--- src/design/ext_bus_pkg.sv ---
// package: constants and carriers for the external bus space/strobe control
package ext_bus_pkg;

  // ---------------------------------------------------------------
  // widths and address map
  // ---------------------------------------------------------------
  localparam int          ADDR_W      = 23;
  localparam int          ROM_WORDS   = 16384;            // 16K words of on-chip ROM
  localparam logic [22:0] ROM_BASE    = 23'h00C000;       // top 16K of the base page
  localparam logic [22:0] ROM_LAST    = 23'h00FFFF;
  localparam logic        MODE_MCOMP  = 1'b0;             // pin low: ROM mapped in
  localparam int          SYNC_STAGES = 3;

  // ---------------------------------------------------------------
  // reset values
  // ---------------------------------------------------------------
  localparam logic [2:0]  SEL_IDLE    = 3'h7;             // all selects high
  localparam logic        STB_IDLE    = 1'b1;

  // ---------------------------------------------------------------
  // types
  // ---------------------------------------------------------------
  typedef enum logic [2:0] {
    SPACE_PROG = 3'b001,
    SPACE_DATA = 3'b010,
    SPACE_IO   = 3'b100
  } space_e;

  // access request from the core, level for the whole address phase
  typedef struct packed {
    logic              valid;   // address phase active
    space_e            space;
    logic              strobe;  // strobe phase inside the address phase
    logic [ADDR_W-1:0] addr;
  } access_s;

  // registered control pins, all active low
  typedef struct packed {
    logic program_space_select_n;
    logic data_space_select_n;
    logic io_space_select_n;
    logic memory_strobe_n;
    logic io_strobe_n;
  } bus_ctrl_s;

endpackage : ext_bus_pkg

--- src/design/ext_bus_space_strobe_ctrl.sv ---
// module: space selects, strobes and ROM mapping mode of the external bus
//
// Overview of operation
// - pin low at reset selects microcomputer mode, ROM in top 16K of the base page
// - microprocessor mode removes ROM, those addresses go to external program memory
// - mode pin is captured only during reset, later changes ignored
// - software mode bit in status register overrides captured mode and steers ROM map
// - space selects idle high, one driven low only for its external space
// - asserted select stays low exactly while the address is valid
// - selects float in hold mode and whenever float pin is low
// - memory strobe idles high, low only for external program/data access
// - memory strobe floats in hold mode and whenever float pin is low
// - I/O accesses use a separate I/O strobe, idle high
`timescale 1ns/1ps
module ext_bus_space_strobe_ctrl (
  // clock and reset
  input  wire logic                      clk,
  input  wire logic                      srst,
  // pins from outside
  input  wire logic                      proc_mode_select_pin,
  input  wire logic                      off_n_pin,
  // core side
  input  wire ext_bus_pkg::access_s      acc,
  input  wire logic                      hold_mode,
  input  wire logic                      processor_mode_status_reg_wr,
  input  wire logic                      processor_mode_status_reg_mode_wdata,
  output logic                           processor_mode_status_reg,
  output logic                           rom_hit,
  // external bus pins
  output ext_bus_pkg::bus_ctrl_s         ctrl_out,
  output logic                           sel_oe,
  output logic                           stb_oe,
  output logic [ext_bus_pkg::ADDR_W-1:0] addr_out,
  output logic                           addr_valid
);
  import ext_bus_pkg::*;

  // ---------------------------------------------------------------
  // helpers
  // ---------------------------------------------------------------
  // active-low select pattern for a space, all high when idle
  function automatic logic [2:0] sel_decode(input logic go, input space_e sp);
    sel_decode = go ? ~sp : SEL_IDLE;
  endfunction : sel_decode

  // ---------------------------------------------------------------
  // pin synchronisers
  // ---------------------------------------------------------------
  logic [SYNC_STAGES-1:0] mode_sync;
  logic [SYNC_STAGES-1:0] off_sync;
  logic                   off_n_reg;

  // no reset here: the mode pin must keep flowing while reset is held
  always_ff @(posedge clk) begin
    mode_sync <= {mode_sync[SYNC_STAGES-2:0], proc_mode_select_pin};
    off_sync  <= {off_sync[SYNC_STAGES-2:0], off_n_pin};
  end

  // float pin counts once stages two and three agree
  always_ff @(posedge clk) begin
    if (srst) begin
      off_n_reg <= 1'b1;
    end else if (off_sync[1] == off_sync[2]) begin
      off_n_reg <= off_sync[2];
    end
  end

  // ---------------------------------------------------------------
  // processor mode
  // ---------------------------------------------------------------
  // pin is taken only while reset is high; hold reset at least 4 edges
  always_ff @(posedge clk) begin
    if (srst) begin
      if (mode_sync[1] == mode_sync[2]) begin
        processor_mode_status_reg <= mode_sync[2];
      end
    end else if (processor_mode_status_reg_wr) begin
      processor_mode_status_reg <= processor_mode_status_reg_mode_wdata;
    end
  end

  // ---------------------------------------------------------------
  // access decode
  // ---------------------------------------------------------------
  logic in_rom_range;
  logic external;

  assign in_rom_range = (acc.addr >= ROM_BASE) && (acc.addr <= ROM_LAST);
  // ROM only hides program fetches in microcomputer mode
  assign rom_hit  = acc.valid && (acc.space == SPACE_PROG) && in_rom_range
                    && (processor_mode_status_reg == MODE_MCOMP);
  assign external = acc.valid && !rom_hit && !hold_mode;

  // ---------------------------------------------------------------
  // registered bus pins
  // ---------------------------------------------------------------
  // active-low pin registers; ctrl_out is only a view of them, so that
  // every field has exactly one driving process
  logic [2:0] sel_reg;   // {io, data, program} selects
  logic [1:0] stb_reg;   // {memory, io} strobes

  // selects and address move in the same edge so they frame each other
  always_ff @(posedge clk) begin
    if (srst) begin
      sel_reg    <= SEL_IDLE;
      addr_valid <= 1'b0;
      addr_out   <= '0;
    end else begin
      // the one-hot space code gives a single low select
      sel_reg    <= sel_decode(external, acc.space);
      addr_valid <= external;
      // address is held after the access so the bus does not toggle needlessly
      if (external) begin
        addr_out <= acc.addr;
      end
    end
  end

  // strobes: memory for program/data, separate one for I/O
  always_ff @(posedge clk) begin
    if (srst) begin
      stb_reg <= {STB_IDLE, STB_IDLE};
    end else begin
      stb_reg[1] <= !(external && acc.strobe && (acc.space != SPACE_IO));
      stb_reg[0] <= !(external && acc.strobe && (acc.space == SPACE_IO));
    end
  end

  // pin view of the registers, no logic between flop and pin
  assign ctrl_out = {sel_reg[0], sel_reg[1], sel_reg[2], stb_reg[1], stb_reg[0]};

  // float in hold or with float pin low; enables stay combinational
  assign sel_oe = !hold_mode && off_n_reg;
  assign stb_oe = !hold_mode && off_n_reg;

  // ---------------------------------------------------------------
  // checks
  // ---------------------------------------------------------------
  // all checks are off while reset is high: the pin capture and the reset
  // values are judged by the bench instead, since the mode bit may be
  // unknown for the first few reset edges until the synchroniser fills
  logic [2:0] sel_vec;
  assign sel_vec = {ctrl_out.io_space_select_n, ctrl_out.data_space_select_n,
                    ctrl_out.program_space_select_n};

  rom_hidden_a: assert property (@(posedge clk) disable iff (srst)
    acc.valid && acc.space == SPACE_PROG && in_rom_range
    && processor_mode_status_reg == MODE_MCOMP |=> ctrl_out.program_space_select_n)
    else $error("program select driven for on-chip rom");

  rom_external_a: assert property (@(posedge clk) disable iff (srst)
    acc.valid && !hold_mode && acc.space == SPACE_PROG
    && processor_mode_status_reg != MODE_MCOMP |=> !ctrl_out.program_space_select_n)
    else $error("rom range not sent to external program memory");

  mode_pin_ignored_a: assert property (@(posedge clk) disable iff (srst)
    !processor_mode_status_reg_wr |=> $stable(processor_mode_status_reg))
    else $error("mode changed without a software write");

  mode_write_a: assert property (@(posedge clk) disable iff (srst)
    processor_mode_status_reg_wr |=> processor_mode_status_reg == $past(processor_mode_status_reg_mode_wdata))
    else $error("mode bit write not taken");

  select_idle_a: assert property (@(posedge clk) disable iff (srst)
    !acc.valid |=> sel_vec == SEL_IDLE)
    else $error("select low without an access");

  select_frame_a: assert property (@(posedge clk) disable iff (srst)
    external ##1 !external |-> (sel_vec != SEL_IDLE)
      ##1 ((sel_vec == SEL_IDLE) && !addr_valid))
    else $error("select not aligned to address valid");

  addr_hold_a: assert property (@(posedge clk) disable iff (srst)
    external |=> addr_valid && (addr_out == $past(acc.addr)))
    else $error("address not presented with its select");

  rom_quiet_a: assert property (@(posedge clk) disable iff (srst)
    rom_hit |=> !addr_valid && (sel_vec == SEL_IDLE))
    else $error("bus moved for an on-chip rom fetch");

  select_addr_a: assert property (@(posedge clk) disable iff (srst)
    (sel_vec != SEL_IDLE) == addr_valid)
    else $error("select and address valid disagree");

  select_float_a: assert property (@(posedge clk) disable iff (srst)
    off_sync[2:1] == 2'b00 |=> !sel_oe)
    else $error("selects driven with float pin low");

  select_hold_a: assert property (@(posedge clk) disable iff (srst)
    hold_mode |-> !sel_oe ##1 (sel_vec == SEL_IDLE))
    else $error("selects driven in hold");

  float_release_a: assert property (@(posedge clk) disable iff (srst)
    off_sync[2:1] == 2'b11 && !hold_mode ##1 !hold_mode |-> sel_oe && stb_oe)
    else $error("pins still floating after float pin released");

  memory_strobe_n_space_a: assert property (@(posedge clk) disable iff (srst)
    !ctrl_out.memory_strobe_n |-> $past(acc.space) != SPACE_IO && addr_valid)
    else $error("memory strobe outside a memory access");

  strobe_float_a: assert property (@(posedge clk) disable iff (srst)
    off_sync[2:1] == 2'b00 |=> !stb_oe)
    else $error("strobe driven with float pin low");

  strobe_hold_a: assert property (@(posedge clk) disable iff (srst)
    hold_mode |-> !stb_oe ##1 (ctrl_out.memory_strobe_n && ctrl_out.io_strobe_n))
    else $error("strobe driven in hold");

  memory_strobe_n_select_a: assert property (@(posedge clk) disable iff (srst)
    !ctrl_out.memory_strobe_n |->
      !ctrl_out.program_space_select_n || !ctrl_out.data_space_select_n)
    else $error("memory strobe without a memory select");

  io_strobe_n_origin_a: assert property (@(posedge clk) disable iff (srst)
    !ctrl_out.io_strobe_n |-> $past(acc.space) == SPACE_IO && $past(acc.strobe))
    else $error("io strobe without an io strobe request");

  io_strobe_n_space_a: assert property (@(posedge clk) disable iff (srst)
    !ctrl_out.io_strobe_n |-> !ctrl_out.io_space_select_n && ctrl_out.memory_strobe_n)
    else $error("io strobe without io select");

  one_select_a: assert property (@(posedge clk) disable iff (srst)
    $countones(~sel_vec) <= 1)
    else $error("more than one space select low");

endmodule : ext_bus_space_strobe_ctrl

--- config.mk ---
export PLATFORM = sky130hd
export DESIGN_NAME = ext_bus_space_strobe_ctrl
export DESIGN_NICKNAME = d
export VERILOG_FILES = /design/src/design/ext_bus_pkg.sv /design/src/design/ext_bus_space_strobe_ctrl.sv
export SDC_FILE = /design/constraint.sdc
export NUM_CORES = 1
export LEC_CHECK = 0
export BUFFER_PORTS_ARGS = -buffer_cell sky130_fd_sc_hd__buf_2
export CAP_MARGIN = 40
export CORE_UTILIZATION = 49
export CTS_CLUSTER_DIAMETER = 60
export CTS_CLUSTER_SIZE = 16
export DETAILED_ROUTE_END_ITERATION = 10
export HOLD_SLACK_MARGIN = 0.02
export PLACE_DENSITY_LB_ADDON = 0.25
export SYNTH_ARGS = -nofsm -noshare
export SYNTH_HDL_FRONTEND = slang
export SYNTH_SLANG_ARGS = --single-unit
--- constraint.sdc ---
create_clock -name clk -period 3.48 [get_ports clk]
set_input_delay 0.522 -clock clk [delete_from_list [all_inputs] [get_ports clk]]
set_output_delay 0.522 -clock clk [all_outputs]
set_load 0.05 [all_outputs]
==> flow_summary.ini <==
[critical_path]
setup.worst_path.class = in2out
worstRegToRegCells = 5
worst-r2r-setup-slack_ns = 1.60
worst-path-max-fanout = 2
start_kind = primary input
end_kind = output pin
critPathArrivalTime_ns = 1.50
worstPathRequired_ns = 2.96
reg2reg_to = addr_out[19]$_SDFFE_PP0P_
rr_startpoint = processor_mode_status_reg$_DFFE_PP_
crit_end = rom_hit
timing.critical_path.from = acc[22]

[floorplanning]
coreArea_sq_um = 2850
die_x_um = 57.7
number_of_placement_rows = 19
start_util = 0.532
floorplan.io_pins = 68
design.die.area_sq_um = 3320
dieHeight_um = 57.7

[power]
pwr_density_cell_nw_per_um2 = 492
power_leakage_uw = 0.000880
peakVddDrop_uv = 331
total_power_uw = 951

[sta]
final_hold_viol_count = 0
report.final.setup_viol = 0
tns_ns = 0
max_freq_mhz = 494
grt_setup_unrepaired = false
worst_pin_slew_ns = 0.724
fin_crit_sh = 0.582
relSlewSlack = 0.517
worst_clock_skew_ns = 0.00972
finalCriticalPeriod_ns = 2.03
finalMaxSlewViolations = 0

[placed_design]
dp_hpwl_um = 2060
gp_routability_congestion = 0.731
dpl_cell_area_sq_um = 1830
io_buffer_count = 67

[global_routing]
grt_pass1_vias = 1102
grt_max_degree = 56
grt_usage = 0.188
globalRoute.totalOverflow = 0
antenna_violations_before_repair = 0
global_route_wire_length_before_repair_um = 4720

[synthesis]
ys_seq_area_frac = 0.495
ys_seq_elements = 37
synthDominantAreaCellType = sky130_fd_sc_hd__dfxtp_1
synth.area.top_cells = sky130_fd_sc_hd__dfxtp_1, sky130_fd_sc_hd__nand2b_1, sky130_fd_sc_hd__mux2i_1
synth_area_per_cell_sq_um = 11.0
netlist_instances = 138
synth.top_cell.area_share = 0.475
yosys_warnings = 0
synthesis.nets = 173
synthDistinctLibCells = 23
synth_area_sq_um = 1520

[drt]
first_iter_violations = 36
total_number_of_vias = 1145
detail_route.vias_per_cell = 4.87
drc = 6
number_of_search_and_repair_iterations_in_the_first_detailed_routing_pass = 7
detail-route-antenna-nets = 0
post_drt_wl_per_cell_um = 12.2
detail_route.wirelength_um = 2870

[final_layout]
drive_gt1_frac = 0.397
max_ffs_per_register = 23
final_util = 0.677
syn_to_final_growth_pct = 27.2
postLayoutCellArea_sq_um = 1930
insertedDiodeCount = 0
registers.top_by_ff_count = addr_out
final_net_count = 238

[cts]
cts_made_buffers = 5
bufs_on_longest_clock_path = 2
postCtsHoldBufs = 0
sinks_on_the_clock_net = 37
cts_tree = done
cts.repair.resized = 0
cts_setup_buffers = 0
cts.root.buffer_cell = sky130_fd_sc_hd__clkbuf_4
clock_slew_at_the_register_clock_pins_of_the_worst_setup_and_hold_paths_ns = 0.10
clkLatencyLatePin_ns = 0.33
h-tree-depth = 2

[status]
failed_checks = design-rule violations
status = complete, but fails checks

[flow_run]
maxCapViolations = 0

[min_path]
holdCritPathClass = in2reg
[routing by layer]
| metal | share of wire | global-route usage |
|---|---|---|
| met4 | 0.0080 | 0.0714 |
| met3 | 0.075 | 0.0759 |
| met5 | 0 | 0 |
| met2 | 0.48 | 0.319 |
| met1 | 0.44 | 0.214 |
[layout make-up]
class | count | area (sq um)
fillers | 233 | 922
flip-flops and latches | 37 | 751
multi-input cells | 90 | 697
repair buffers | 68 | 343
clock buffers | 6 | 62.6
well taps | 31 | 38.8
clock inverters | 2 | 35.0
inverters | 1 | 3.75
[how the worst min path moves through the flow]
| stage | start | end | slack [ns] | cells after the start |
|---|---|---|---|---|
| 6_report | proc_mode_select_pin | mode_sync[0]$_DFF_P_ | 0.29 | 1 |
| 5_1_grt | proc_mode_select_pin | mode_sync[0]$_DFF_P_ | 0.26 | 1 |
| 4_1_cts | proc_mode_select_pin | mode_sync[0]$_DFF_P_ | 0.28 | 1 |
| 3_5_place_dp | mode_sync[0]$_DFF_P_ | mode_sync[1]$_DFF_P_ | 0.31 | 0 |
| 3_3_place_gp | mode_sync[0]$_DFF_P_ | mode_sync[1]$_DFF_P_ | 0.31 | 0 |
| 2_1_floorplan | mode_sync[0]$_DFF_P_ | mode_sync[1]$_DFF_P_ | 0.31 | 0 |
[critical path, stage by stage]
cell,delay (ns)
sky130_fd_sc_hd__buf_2,0.11
sky130_fd_sc_hd__nor4_2,0.30
sky130_fd_sc_hd__nand4b_1,0.16
sky130_fd_sc_hd__nor2_1,0.14
sky130_fd_sc_hd__buf_2,0.28
[power by group]
| part | switching, uW | internal [uW] | total, uW |
|---|---|---|---|
| Combinational | 105 | 55.7 | 160 |
| Clock | 140 | 194 | 333 |
| Sequential | 10.3 | 447 | 457 |
[synthesized netlist by cell type]
| master | instances |
|---|---|
| sky130_fd_sc_hd__clkbuf_1 | 6 |
| sky130_fd_sc_hd__edfxtp_1 | 1 |
| sky130_fd_sc_hd__buf_4 | 1 |
| sky130_fd_sc_hd__nand4b_1 | 2 |
| sky130_fd_sc_hd__dfxtp_1 | 36 |
| sky130_fd_sc_hd__buf_6 | 2 |
| sky130_fd_sc_hd__xnor2_1 | 1 |
| sky130_fd_sc_hd__inv_1 | 1 |
| sky130_fd_sc_hd__a21oi_1 | 1 |
| sky130_fd_sc_hd__mux2_2 | 2 |
| sky130_fd_sc_hd__nor4_2 | 2 |
| sky130_fd_sc_hd__nand3b_1 | 3 |
| sky130_fd_sc_hd__nor3b_2 | 1 |
| sky130_fd_sc_hd__nor3b_1 | 2 |
| sky130_fd_sc_hd__or2b_1 | 1 |
| sky130_fd_sc_hd__nand4bb_1 | 1 |
| sky130_fd_sc_hd__buf_12 | 1 |
| sky130_fd_sc_hd__nor2_1 | 2 |
| sky130_fd_sc_hd__nor2b_1 | 2 |
| sky130_fd_sc_hd__mux2i_1 | 23 |
| sky130_fd_sc_hd__nand2_1 | 1 |
| sky130_fd_sc_hd__o21bai_1 | 1 |
| sky130_fd_sc_hd__nand2b_1 | 45 |
[metrics by stage]
stage	cells	worst slack, ns	hold slack [ns]
after floorplan	138	1.37	0.310
after global placement	227	1.31	0.310
after detailed placement	227	1.23	0.315
after CTS	235	1.43	0.278
after global routing	235	1.35	0.258
final	235	1.45	0.293
[cell families after synthesis]
kind of cell / synth area share
AOI/OAI and AO/OA: 0.00824
muxes: 0.167
buffers and inverters: 0.0503
and+or+nand+nor: 0.275
xor gates and xnor gates: 0.00577
DFF: 0.495
[layout by cell type (no fill, tap or decap), drive strengths merged, types with 2 or more instances in the layout]
master and n:
buf 68, clkbuf 6, dfxtp 36, mux2 2
mux2i 23, nand2b 45, nand3b 3, nand4b 2
nor2 2, nor2b 2, nor3b 3, nor4 2
Power figures use the tool's default switching activity.
